## config.mk

```make
export PLATFORM = sky130hd
export DESIGN_NAME = rcd_decoder
export DESIGN_NICKNAME = d
export VERILOG_FILES = /design/src/hdl/rcd_pkg.sv /design/src/hdl/rcd_decoder.sv
export VERILOG_INCLUDE_DIRS = /design/src /design/src/hdl
export SDC_FILE = /design/constraint.sdc
export NUM_CORES = 1
export LEC_CHECK = 0
export ABC_AREA = 1
export BUFFER_PORTS_ARGS = -buffer_cell sky130_fd_sc_hd__buf_2
export CAP_MARGIN = 20
export CORE_ASPECT_RATIO = 0.8
export CORE_MARGIN = 4
export CORE_UTILIZATION = 30
export CTS_BUF_LIST = sky130_fd_sc_hd__clkbuf_8
export DETAILED_ROUTE_END_ITERATION = 8
export MAX_ROUTING_LAYER = met4
export PLACE_DENSITY_LB_ADDON = 0.1
export SKIP_CTS_REPAIR_TIMING = 1
export SYNTH_ARGS = -nofsm -noshare
export SYNTH_HDL_FRONTEND = slang
export SYNTH_SLANG_ARGS = --single-unit
```

## constraint.sdc

```tcl
create_clock -name pclk -period 3.4 [get_ports pclk]
set_input_delay 0.34 -clock pclk [delete_from_list [all_inputs] [get_ports pclk]]
set_output_delay 0.34 -clock pclk [all_outputs]
set_load 0.03 [all_outputs]
```

## src/hdl/rcd_defines.svh

```systemverilog
// constants for the register access command decoder
`ifndef RCD_DEFINES_SVH
`define RCD_DEFINES_SVH

// apb byte addresses of the software-visible words
`define RCD_CMD_ADDR 12'h000
`define RCD_DEC_ADDR 12'h004
`define RCD_DATA_ADDR 12'h008
`define RCD_RDATA_ADDR 12'h00C

// command byte fields
`define RCD_GATE_BIT 7
`define RCD_DIR_BIT 6
`define RCD_SEL_HI 5
`define RCD_SEL_LO 0

// reset values
`define RCD_CMD_RESET 8'h00
`define RCD_WORD_RESET 32'h00000000

// target select codes and group bases
`define RCD_SEL_STATUS 6'h00
`define RCD_SEL_ADCMODE 6'h01
`define RCD_SEL_IFMODE 6'h02
`define RCD_SEL_CHECKSUM 6'h03
`define RCD_SEL_DATA 6'h04
`define RCD_SEL_GPIO 6'h06
`define RCD_SEL_ID 6'h07
`define RCD_GRP_CHAN 2'h1
`define RCD_GRP_SETUP 3'h4
`define RCD_GRP_FILT 3'h5
`define RCD_GRP_OFFS 3'h6
`define RCD_GRP_GAIN 3'h7

`endif

```

## src/hdl/rcd_pkg.sv

```systemverilog
// types shared by the register access command decoder
package rcd_pkg;

    typedef enum logic [3:0] {
        rcd_t_none,
        rcd_t_status,
        rcd_t_adc_mode,
        rcd_t_if_mode,
        rcd_t_checksum,
        rcd_t_data,
        rcd_t_gpio,
        rcd_t_id,
        rcd_t_channel,
        rcd_t_setup,
        rcd_t_filter,
        rcd_t_offset,
        rcd_t_gain
    } rcd_target_e;

    typedef struct packed {
        logic valid;
        logic read;
        logic [5:0] target_select;
        rcd_target_e target;
        logic [3:0] index;
    } rcd_decode_s;

    typedef enum logic [1:0] {
        rcd_idle,
        rcd_armed
    } rcd_state_e;

endpackage

```

## src/hdl/rcd_decoder.sv

```systemverilog
// command byte decoder with apb register port
//
// Chosen here: the APB slave port.
`timescale 1ns/1ps
`include "rcd_defines.svh"

module rcd_decoder
    import rcd_pkg::*;
(
    input wire logic pclk,
    input wire logic presetn,
    input wire logic psel,
    input wire logic penable,
    input wire logic pwrite,
    input wire logic [11:0] paddr,
    input wire logic [31:0] pwdata,
    input wire logic [31:0] target_rdata,
    output logic [31:0] prdata,
    output logic pready,
    output logic pslverr,
    output rcd_decode_s phase,
    output logic target_wr,
    output logic target_rd,
    output logic [31:0] target_wdata
);

    // sequencer state, live decode, raw command byte and read buffer
    rcd_state_e state;
    rcd_decode_s next_phase;
    logic [7:0] command_register;
    logic [31:0] read_word;
    logic setup;
    logic cmd_read;

    // map a target select onto a register group and index
    // unassigned codes fall through to none so nothing is struck
    function automatic rcd_decode_s decode(input logic [7:0] cmd);
        rcd_decode_s d;
        logic [5:0] s;
        s = cmd[`RCD_SEL_HI:`RCD_SEL_LO];
        d.valid = ~cmd[`RCD_GATE_BIT];
        d.read = cmd[`RCD_DIR_BIT];
        d.target_select = s;
        d.index = 4'h0;
        d.target = rcd_t_none;
        if (s[5:4] == `RCD_GRP_CHAN) begin
            d.target = rcd_t_channel;
            d.index = s[3:0];
        end else if (s[5:3] == `RCD_GRP_SETUP) begin
            d.target = rcd_t_setup;
            d.index = {1'b0, s[2:0]};
        end else if (s[5:3] == `RCD_GRP_FILT) begin
            d.target = rcd_t_filter;
            d.index = {1'b0, s[2:0]};
        end else if (s[5:3] == `RCD_GRP_OFFS) begin
            d.target = rcd_t_offset;
            d.index = {1'b0, s[2:0]};
        end else if (s[5:3] == `RCD_GRP_GAIN) begin
            d.target = rcd_t_gain;
            d.index = {1'b0, s[2:0]};
        end else begin
            case (s)
                `RCD_SEL_STATUS: d.target = rcd_t_status;
                `RCD_SEL_ADCMODE: d.target = rcd_t_adc_mode;
                `RCD_SEL_IFMODE: d.target = rcd_t_if_mode;
                `RCD_SEL_CHECKSUM: d.target = rcd_t_checksum;
                `RCD_SEL_DATA: d.target = rcd_t_data;
                `RCD_SEL_GPIO: d.target = rcd_t_gpio;
                `RCD_SEL_ID: d.target = rcd_t_id;
                default: d.target = rcd_t_none;
            endcase
        end
        return d;
    endfunction

    // setup qualifier, live decode and stored direction; every action
    // happens in setup so a stretched access never repeats it
    assign setup = psel & ~penable;
    assign next_phase = decode(pwdata[7:0]);
    assign cmd_read = command_register[`RCD_DIR_BIT];

    // apb answers in the access cycle; pready pulses for zero-wait access
    // no wait states are inserted, so the master sees one access cycle
    always_ff @(posedge pclk or negedge presetn) begin
        if (!presetn) begin
            pready <= 1'b0;
        end else begin
            pready <= setup;
        end
    end

    // unmapped addresses and out-of-order data phases flag an error
    // a wrong-direction data access is refused and leaves the command armed
    always_ff @(posedge pclk or negedge presetn) begin
        if (!presetn) begin
            pslverr <= 1'b0;
        end else if (setup) begin
            case (paddr)
                `RCD_CMD_ADDR: pslverr <= ~pwrite;
                `RCD_DEC_ADDR: pslverr <= pwrite;
                `RCD_DATA_ADDR: pslverr <= (state != rcd_armed) |
                    (pwrite == cmd_read);
                `RCD_RDATA_ADDR: pslverr <= pwrite;
                default: pslverr <= 1'b1;
            endcase
        end else begin
            pslverr <= 1'b0;
        end
    end

    // command byte store, write only; gated bytes are ignored
    // it is the reference for the direction of the pending data phase
    always_ff @(posedge pclk or negedge presetn) begin
        if (!presetn) begin
            command_register <= `RCD_CMD_RESET;
        end else if (setup && pwrite && paddr == `RCD_CMD_ADDR &&
                     !pwdata[`RCD_GATE_BIT]) begin
            command_register <= pwdata[7:0];
        end
    end

    // decoded phase is held for exactly one data phase
    // a new valid command simply overwrites one still pending
    always_ff @(posedge pclk or negedge presetn) begin
        if (!presetn) begin
            phase <= '0;
        end else if (setup && pwrite && paddr == `RCD_CMD_ADDR) begin
            if (next_phase.valid) begin
                phase <= next_phase;
            end
        end else if (setup && paddr == `RCD_DATA_ADDR &&
                     state == rcd_armed && pwrite != phase.read) begin
            phase.valid <= 1'b0;
        end
    end

    // sequencer: only an accepted command arms a data phase
    // only a data access in the commanded direction closes the phase
    always_ff @(posedge pclk or negedge presetn) begin
        if (!presetn) begin
            state <= rcd_idle;
        end else begin
            case (state)
                rcd_idle: begin
                    if (setup && pwrite && paddr == `RCD_CMD_ADDR &&
                        next_phase.valid) begin
                        state <= rcd_armed;
                    end
                end
                rcd_armed: begin
                    if (setup && paddr == `RCD_DATA_ADDR &&
                        pwrite != cmd_read) begin
                        state <= rcd_idle;
                    end
                end
                default: state <= rcd_idle;
            endcase
        end
    end

    // strobes to the register bank; unassigned targets are never struck
    // the bank must answer a read while target_rd stands
    always_ff @(posedge pclk or negedge presetn) begin
        if (!presetn) begin
            target_wr <= 1'b0;
            target_rd <= 1'b0;
            target_wdata <= `RCD_WORD_RESET;
        end else begin
            target_wr <= 1'b0;
            target_rd <= 1'b0;
            if (setup && paddr == `RCD_DATA_ADDR && state == rcd_armed &&
                phase.target != rcd_t_none) begin
                target_wr <= pwrite & ~cmd_read;
                target_rd <= ~pwrite & cmd_read;
                if (pwrite && !cmd_read) begin
                    target_wdata <= pwdata;
                end
            end
        end
    end

    // latched read data for the data phase; zero for unassigned codes
    always_ff @(posedge pclk or negedge presetn) begin
        if (!presetn) begin
            read_word <= `RCD_WORD_RESET;
        end else if (target_rd) begin
            read_word <= target_rdata;
        end else if (setup && paddr == `RCD_DATA_ADDR &&
                     state == rcd_armed && !pwrite &&
                     phase.target == rcd_t_none) begin
            read_word <= `RCD_WORD_RESET;
        end
    end

    // read mux; command word reads as zero since it is write only
    // status word: armed 19, valid 18, read 17, target 16:13, index 12:9
    always_ff @(posedge pclk or negedge presetn) begin
        if (!presetn) begin
            prdata <= `RCD_WORD_RESET;
        end else if (setup && !pwrite) begin
            case (paddr)
                `RCD_DEC_ADDR: prdata <= {12'h000, state == rcd_armed,
                    phase.valid, phase.read, phase.target,
                    phase.index, 3'h0, phase.target_select};
                `RCD_RDATA_ADDR: prdata <= read_word;
                default: prdata <= `RCD_WORD_RESET;
            endcase
        end else begin
            prdata <= `RCD_WORD_RESET;
        end
    end

endmodule

```

# Word level (Yosys, flattened, before mapping)
# Index checks and enable logic that the tools add are counted.
dict set report classes {
  eq_ne 22
  n_mux 21
  n_bitwise 8
  n_reduce_logical 28
}
# op n
set ops {}
lappend ops {{$mux W32} 3}
lappend ops {{$pmux W32 S2} 1}
lappend ops {{$mux W8} 4}
lappend ops {{$eq A12 B4 Y1 const B} 2}
lappend ops {{$pmux W3 S7} 1}
lappend ops {{$eq A6 B3 Y1 const B} 3}
lappend ops {{$mux W16} 1}
lappend ops {{$logic_and A1 B1 Y1} 13}
lappend ops {{$eq A12 B3 Y1 const B} 1}
lappend ops {{$eq A3 B3 Y1 const B} 4}
lappend ops {{$eq A6 B2 Y1 const B} 2}
lappend ops {{$logic_not A12 Y1} 1}
lappend ops {{$reduce_and A2 Y1} 4}
lappend ops {{$eq A6 B1 Y1 const B} 1}
lappend ops {{$logic_not A6 Y1} 1}
lappend ops {{$ne A2 B2 Y1 const B} 3}
lappend ops {{$mux W1} 5}
lappend ops {{$eq A2 B1 Y1 const B} 2}
lappend ops {{$logic_not A4 Y1} 1}
lappend ops {{$mux W2} 2}
lappend ops {{$mux W4} 1}
lappend ops {{$not A1 Y1} 4}
lappend ops {{$pmux W2 S2} 1}
lappend ops {{$reduce_bool A2 Y1} 2}
lappend ops {{11 further kinds} 16}
dict set report word_totals {
  ff_bits 125
  output_inout_bits 84
}

# Logic depth before layout (Yosys ltp)
dict set report depth {
  depth_word 9
  mapped_depth 10
  depth_no_buf 9
}

# Least setup slack after synthesis
# OpenSTA, ideal clock, no wires.
dict set report synth_timing {
  path_kind {reg-to-reg}
  start {register phase[7] (netlist name)}
  end {register read_word[21]}
  setup_time_ps 118
  arrival_ps 1303
  setup_slack_ps 1979
  path_stages_with_launch 8
  n_path_buf 1
  synth_period_minus_slack_ps 1421
  path_cell_list {dfrtp_1 -> nor2_1 -> nand3_1 -> nor2_1 -> nand4_1 -> clkbuf_1 -> nand3_1 -> nand2_1}
}
dict set report synth_via {
  elab_chain_cells 3
}
# item line_no
set synth_rtl {}
lappend synth_rtl {{from (decl)} rcd_decoder.sv:21} ;# output rcd_decode_s phase,
lappend synth_rtl {{from (signal assigned)} rcd_decoder.sv:129} ;# phase <= next_phase;
lappend synth_rtl {{$logic_not A4 Y1} rcd_decoder.sv:190} ;# phase.target == rcd_t_none) begin
lappend synth_rtl {{$logic_and A1 B1 Y1} rcd_decoder.sv:188} ;# end else if (setup && paddr == `RCD_DATA_ADDR &&
lappend synth_rtl {{$reduce_bool A2 Y1 (no line)} n/a}
lappend synth_rtl {{to (signal assigned)} rcd_decoder.sv:185} ;# read_word <= `RCD_WORD_RESET;
lappend synth_rtl {{to (signal assigned)} rcd_decoder.sv:187} ;# read_word <= target_rdata;
lappend synth_rtl {{to (signal assigned)} rcd_decoder.sv:191} ;# read_word <= `RCD_WORD_RESET;
lappend synth_rtl {{to (decl)} rcd_decoder.sv:31} ;# logic [31:0] read_word;
# Every way passes these cells.
# A chain may end at the register's enable or synchronous reset.

# Worst setup path after layout
dict set report layout_timing {
  start {register target_rd}
  end {output target_rd}
}
# item line_no
set layout_lines {}
lappend layout_lines {{from (decl)} rcd_decoder.sv:23} ;# output logic target_rd,
lappend layout_lines {{from (signal assigned)} rcd_decoder.sv:174} ;# target_rd <= ~pwrite & cmd_read;
# No word-level cell between the ends.

==> run_results.csv <==
group,metric,value,unit
run_status,status,"finished, final reports clean",
worst_setup_path,path_cells,"buf_4, buf_2",
global_routing,grt_max_degree,62,
worst_setup_path,rrSetupSlack,1.76,ns
synthesis,synthDistinctLibCells,25,
drt,wl_per_cell,14.4,µm
synthesis,syn_area,0.00490,mm²
worst_setup_path,critPathMaxStageDelay,0.34,ns
global_routing,grt_pass1_wl,21900,µm
worst_setup_path,endpoint_kind,"primary output",
placement,port_buffers,164,
die,core-area,0.0159,mm²
drt,finalWirelength,13900,µm
synthesis,synth_edf_count,0,
die,die_h,122,µm
drt,drt_iter0_drc,218,
finish,final_cell_area,0.00644,mm²
timing,rsz0062_at_grt,"false",
clock_tree,clock_latency,0.43,ns
synthesis,synth_cells,575,
timing,setup_ws,1.69,ns
worst_setup_path,required,3.06,ns
finish,final_nets,821,
worst_setup_path,cp.arrival,1.37,ns
worst_setup_path,slowest_stage,"buf_4",
timing,max_slew_margin,49.7,%
synthesis,synth.top_cell.area_share,59.8,%
timing,setup_violations,0,
placement,detailedPlace.worstSlack,1.17,ns
drt,vias_per_cell,4.40,
synthesis,synth_common_cells,"nand2_1, dfrtp_1, nor2_1",
worst_setup_path,worstSetupPathType,"reg2out",
synthesis,synth-seq-cells,117,
die,initial_core_util,30.8,%
timing,worst_pin_slew,0.754,ns
drt,ant_nets,0,
power,peakVddDrop,218,µV
clock_tree,cts-root-buf,"clkbuf_8",
worst_setup_path,crit_fanout,34,
die,die_w,151,µm
placement,dpl_cell_area,0.00593,mm²
die,die_area,0.0185,mm²
die,rows,41,
synthesis,yosys.area.top_type,"dfrtp_1",
drt,dr_total_vias,4251,
synthesis,ys_seq_area_share,59.8,%
placement,placed_cells,931,
finish,syn2layout_area_growth,31.4,%
worst_setup_path,crit_cells,2,
timing,skew,0.00834,ns
finish,drive_above_1_share,28.0,%
timing,fin_crit,1.71,ns
timing,fin_setup_tns,0,ns
global_routing,overflow,0,
synthesis,syn_area_per_cell,8.52,µm²
timing,final_hold_viol_count,0,
worst_hold_path,hold_start,"penable",
synthesis,yosysWarnings,0,
clock_tree,clk_path_buf_depth,2,
synthesis,yosysMostFrequentCell,"nand2_1",
synthesis,synthTopCellsByArea,"dfrtp_1, nand2_1, nor2_1, inv_1, nand3_1",
worst_setup_path,critPathLaunch,"target_rd",
placement,hpwl,9880,µm
worst_setup_path,cp_top_family,"buffers and inverters",
clock_tree,numCtsBuffers,17,
clock_tree,tritoncts,"yes",
global_routing,grt_pass1_vias,4228,
timing,fmaxAchievable,584,MHz
worst_setup_path,rr_endpoint,"target_wdata[15]",
drt,drcViolationCount,0,
clock_tree,clock_sinks,117,
synthesis,syn_nets,658,
worst_setup_path,crit_buf_inv,2,
power,p_total,2.97,mW
finish,antenna_cells,0,
clock_tree,htreeDepth,4,
worst_setup_path,reg2regPathDepth,8,
worst_hold_path,hold_class,"in2reg",
global_routing,antenna_found_initial,0,
power,cellPowerDensity,461,mW/mm²
worst_setup_path,critPathCapture,"target_rd",
synthesis,synthFlopType,"dfrtp_1",
placement,place_congestion,0.784,
worst_setup_path,cp-start-kind,"flop",
die,ios,165,
power,leakagePower,3.61,nW
clock_tree,clkTransAtPathRegs,0.07,ns
timing,period_share,50.4,%
synthesis,async_reset_ff_share,100,%
worst_setup_path,worstReg2RegStart,"phase[7]",
global_routing,grt.total_usage,15.9,%
run,drv_cap,0,
finish,final_cells,966,
timing,drv_slew,0,
drt,firstDrtPassIters,4,
-- per-layer routing --
metal | wire length [µm] | part of all wire [%] | GRT usage, % | vias to the layer above
li1 | - | - | - | 2105
met1 | 6440 | 46 | 20.6 | 2023
met2 | 6390 | 46 | 24.2 | 114
met3 | 942 | 6.8 | 5.09 | 9
met4 | 127 | 0.91 | 4.59 | 0
met5 | 0 | 0 | - | -
-- registers in the layout, summed over array words and instances, names as in the netlist, 7 cells and up --
register          cells
phase                 9
target_wdata         32
prdata               32
read_word            32
command_register      7
-- logic make-up (layout without fill, tap and decap cells) --
| group | count (synthesis) | after routing | share of synthesized area [%] |
|---|---|---|---|
| AND/OR/NAND/NOR | 340 | 340 | 29.1 |
| flip-flops | 117 | 117 | 59.8 |
| buffers and inverters | 83 | 259 | 6.72 |
| AO/OA/AOI/OAI | 33 | 33 | 3.93 |
| adder cells (fa/ha/maj) | 2 | 2 | 0.511 |
-- worst min-delay path by stage --
stage / endpoint / slack [ns] / cells past startpoint
floorplan: command_register[0] / 0.04 / 0
global placement: target_wdata[24] / 0.44 / 1
detailed placement: target_wdata[24] / 0.45 / 1
CTS: target_wdata[24] / -0.04 / 1
global route: pready / 0.04 / 2
finish: pready / 0.08 / 2
-- layout make-up --
type,instances,area (µm²)
multi-input combinational,375,1640
tap,215,269
timing repair buffer,174,953
clock buffer,17,234
fill,1671,9460
inverter,53,199
clock inverter,15,213
sequential,117,2930
-- power by group --
part	internal [mW]	total [mW]	switching, mW	leakage (nW)
combinational	0.0467	0.128	0.0812	1.82
sequential	1.39	1.39	0.000617	1.57
clock	0.865	1.45	0.584	0.224
total	2.31	2.97	0.666	3.61
-- placed cells by master (no fill, tap or decap), types with 5 or more instances in the layout --
cell type,instances
nand2_1,184
buf_2,163
dfrtp_1,117
nor2_1,90
inv_1,53
nand3_1,37
o21ai_0,19
clkbuf_8,17
nor3b_1,15
buf_4,7
nand4_1,6
o211ai_1,6
bufinv_16,5
-- through the flow --
step,hold slack [ns],util (%)
6_report,0.0792,40.5
5_1_grt,0.0445,40.5
4_1_cts,-0.0403,40.1
3_3_place_gp,0.442,37.3
3_5_place_dp,0.451,37.3
2_1_floorplan,0.0444,-
Power figures use the tool's default switching activity.
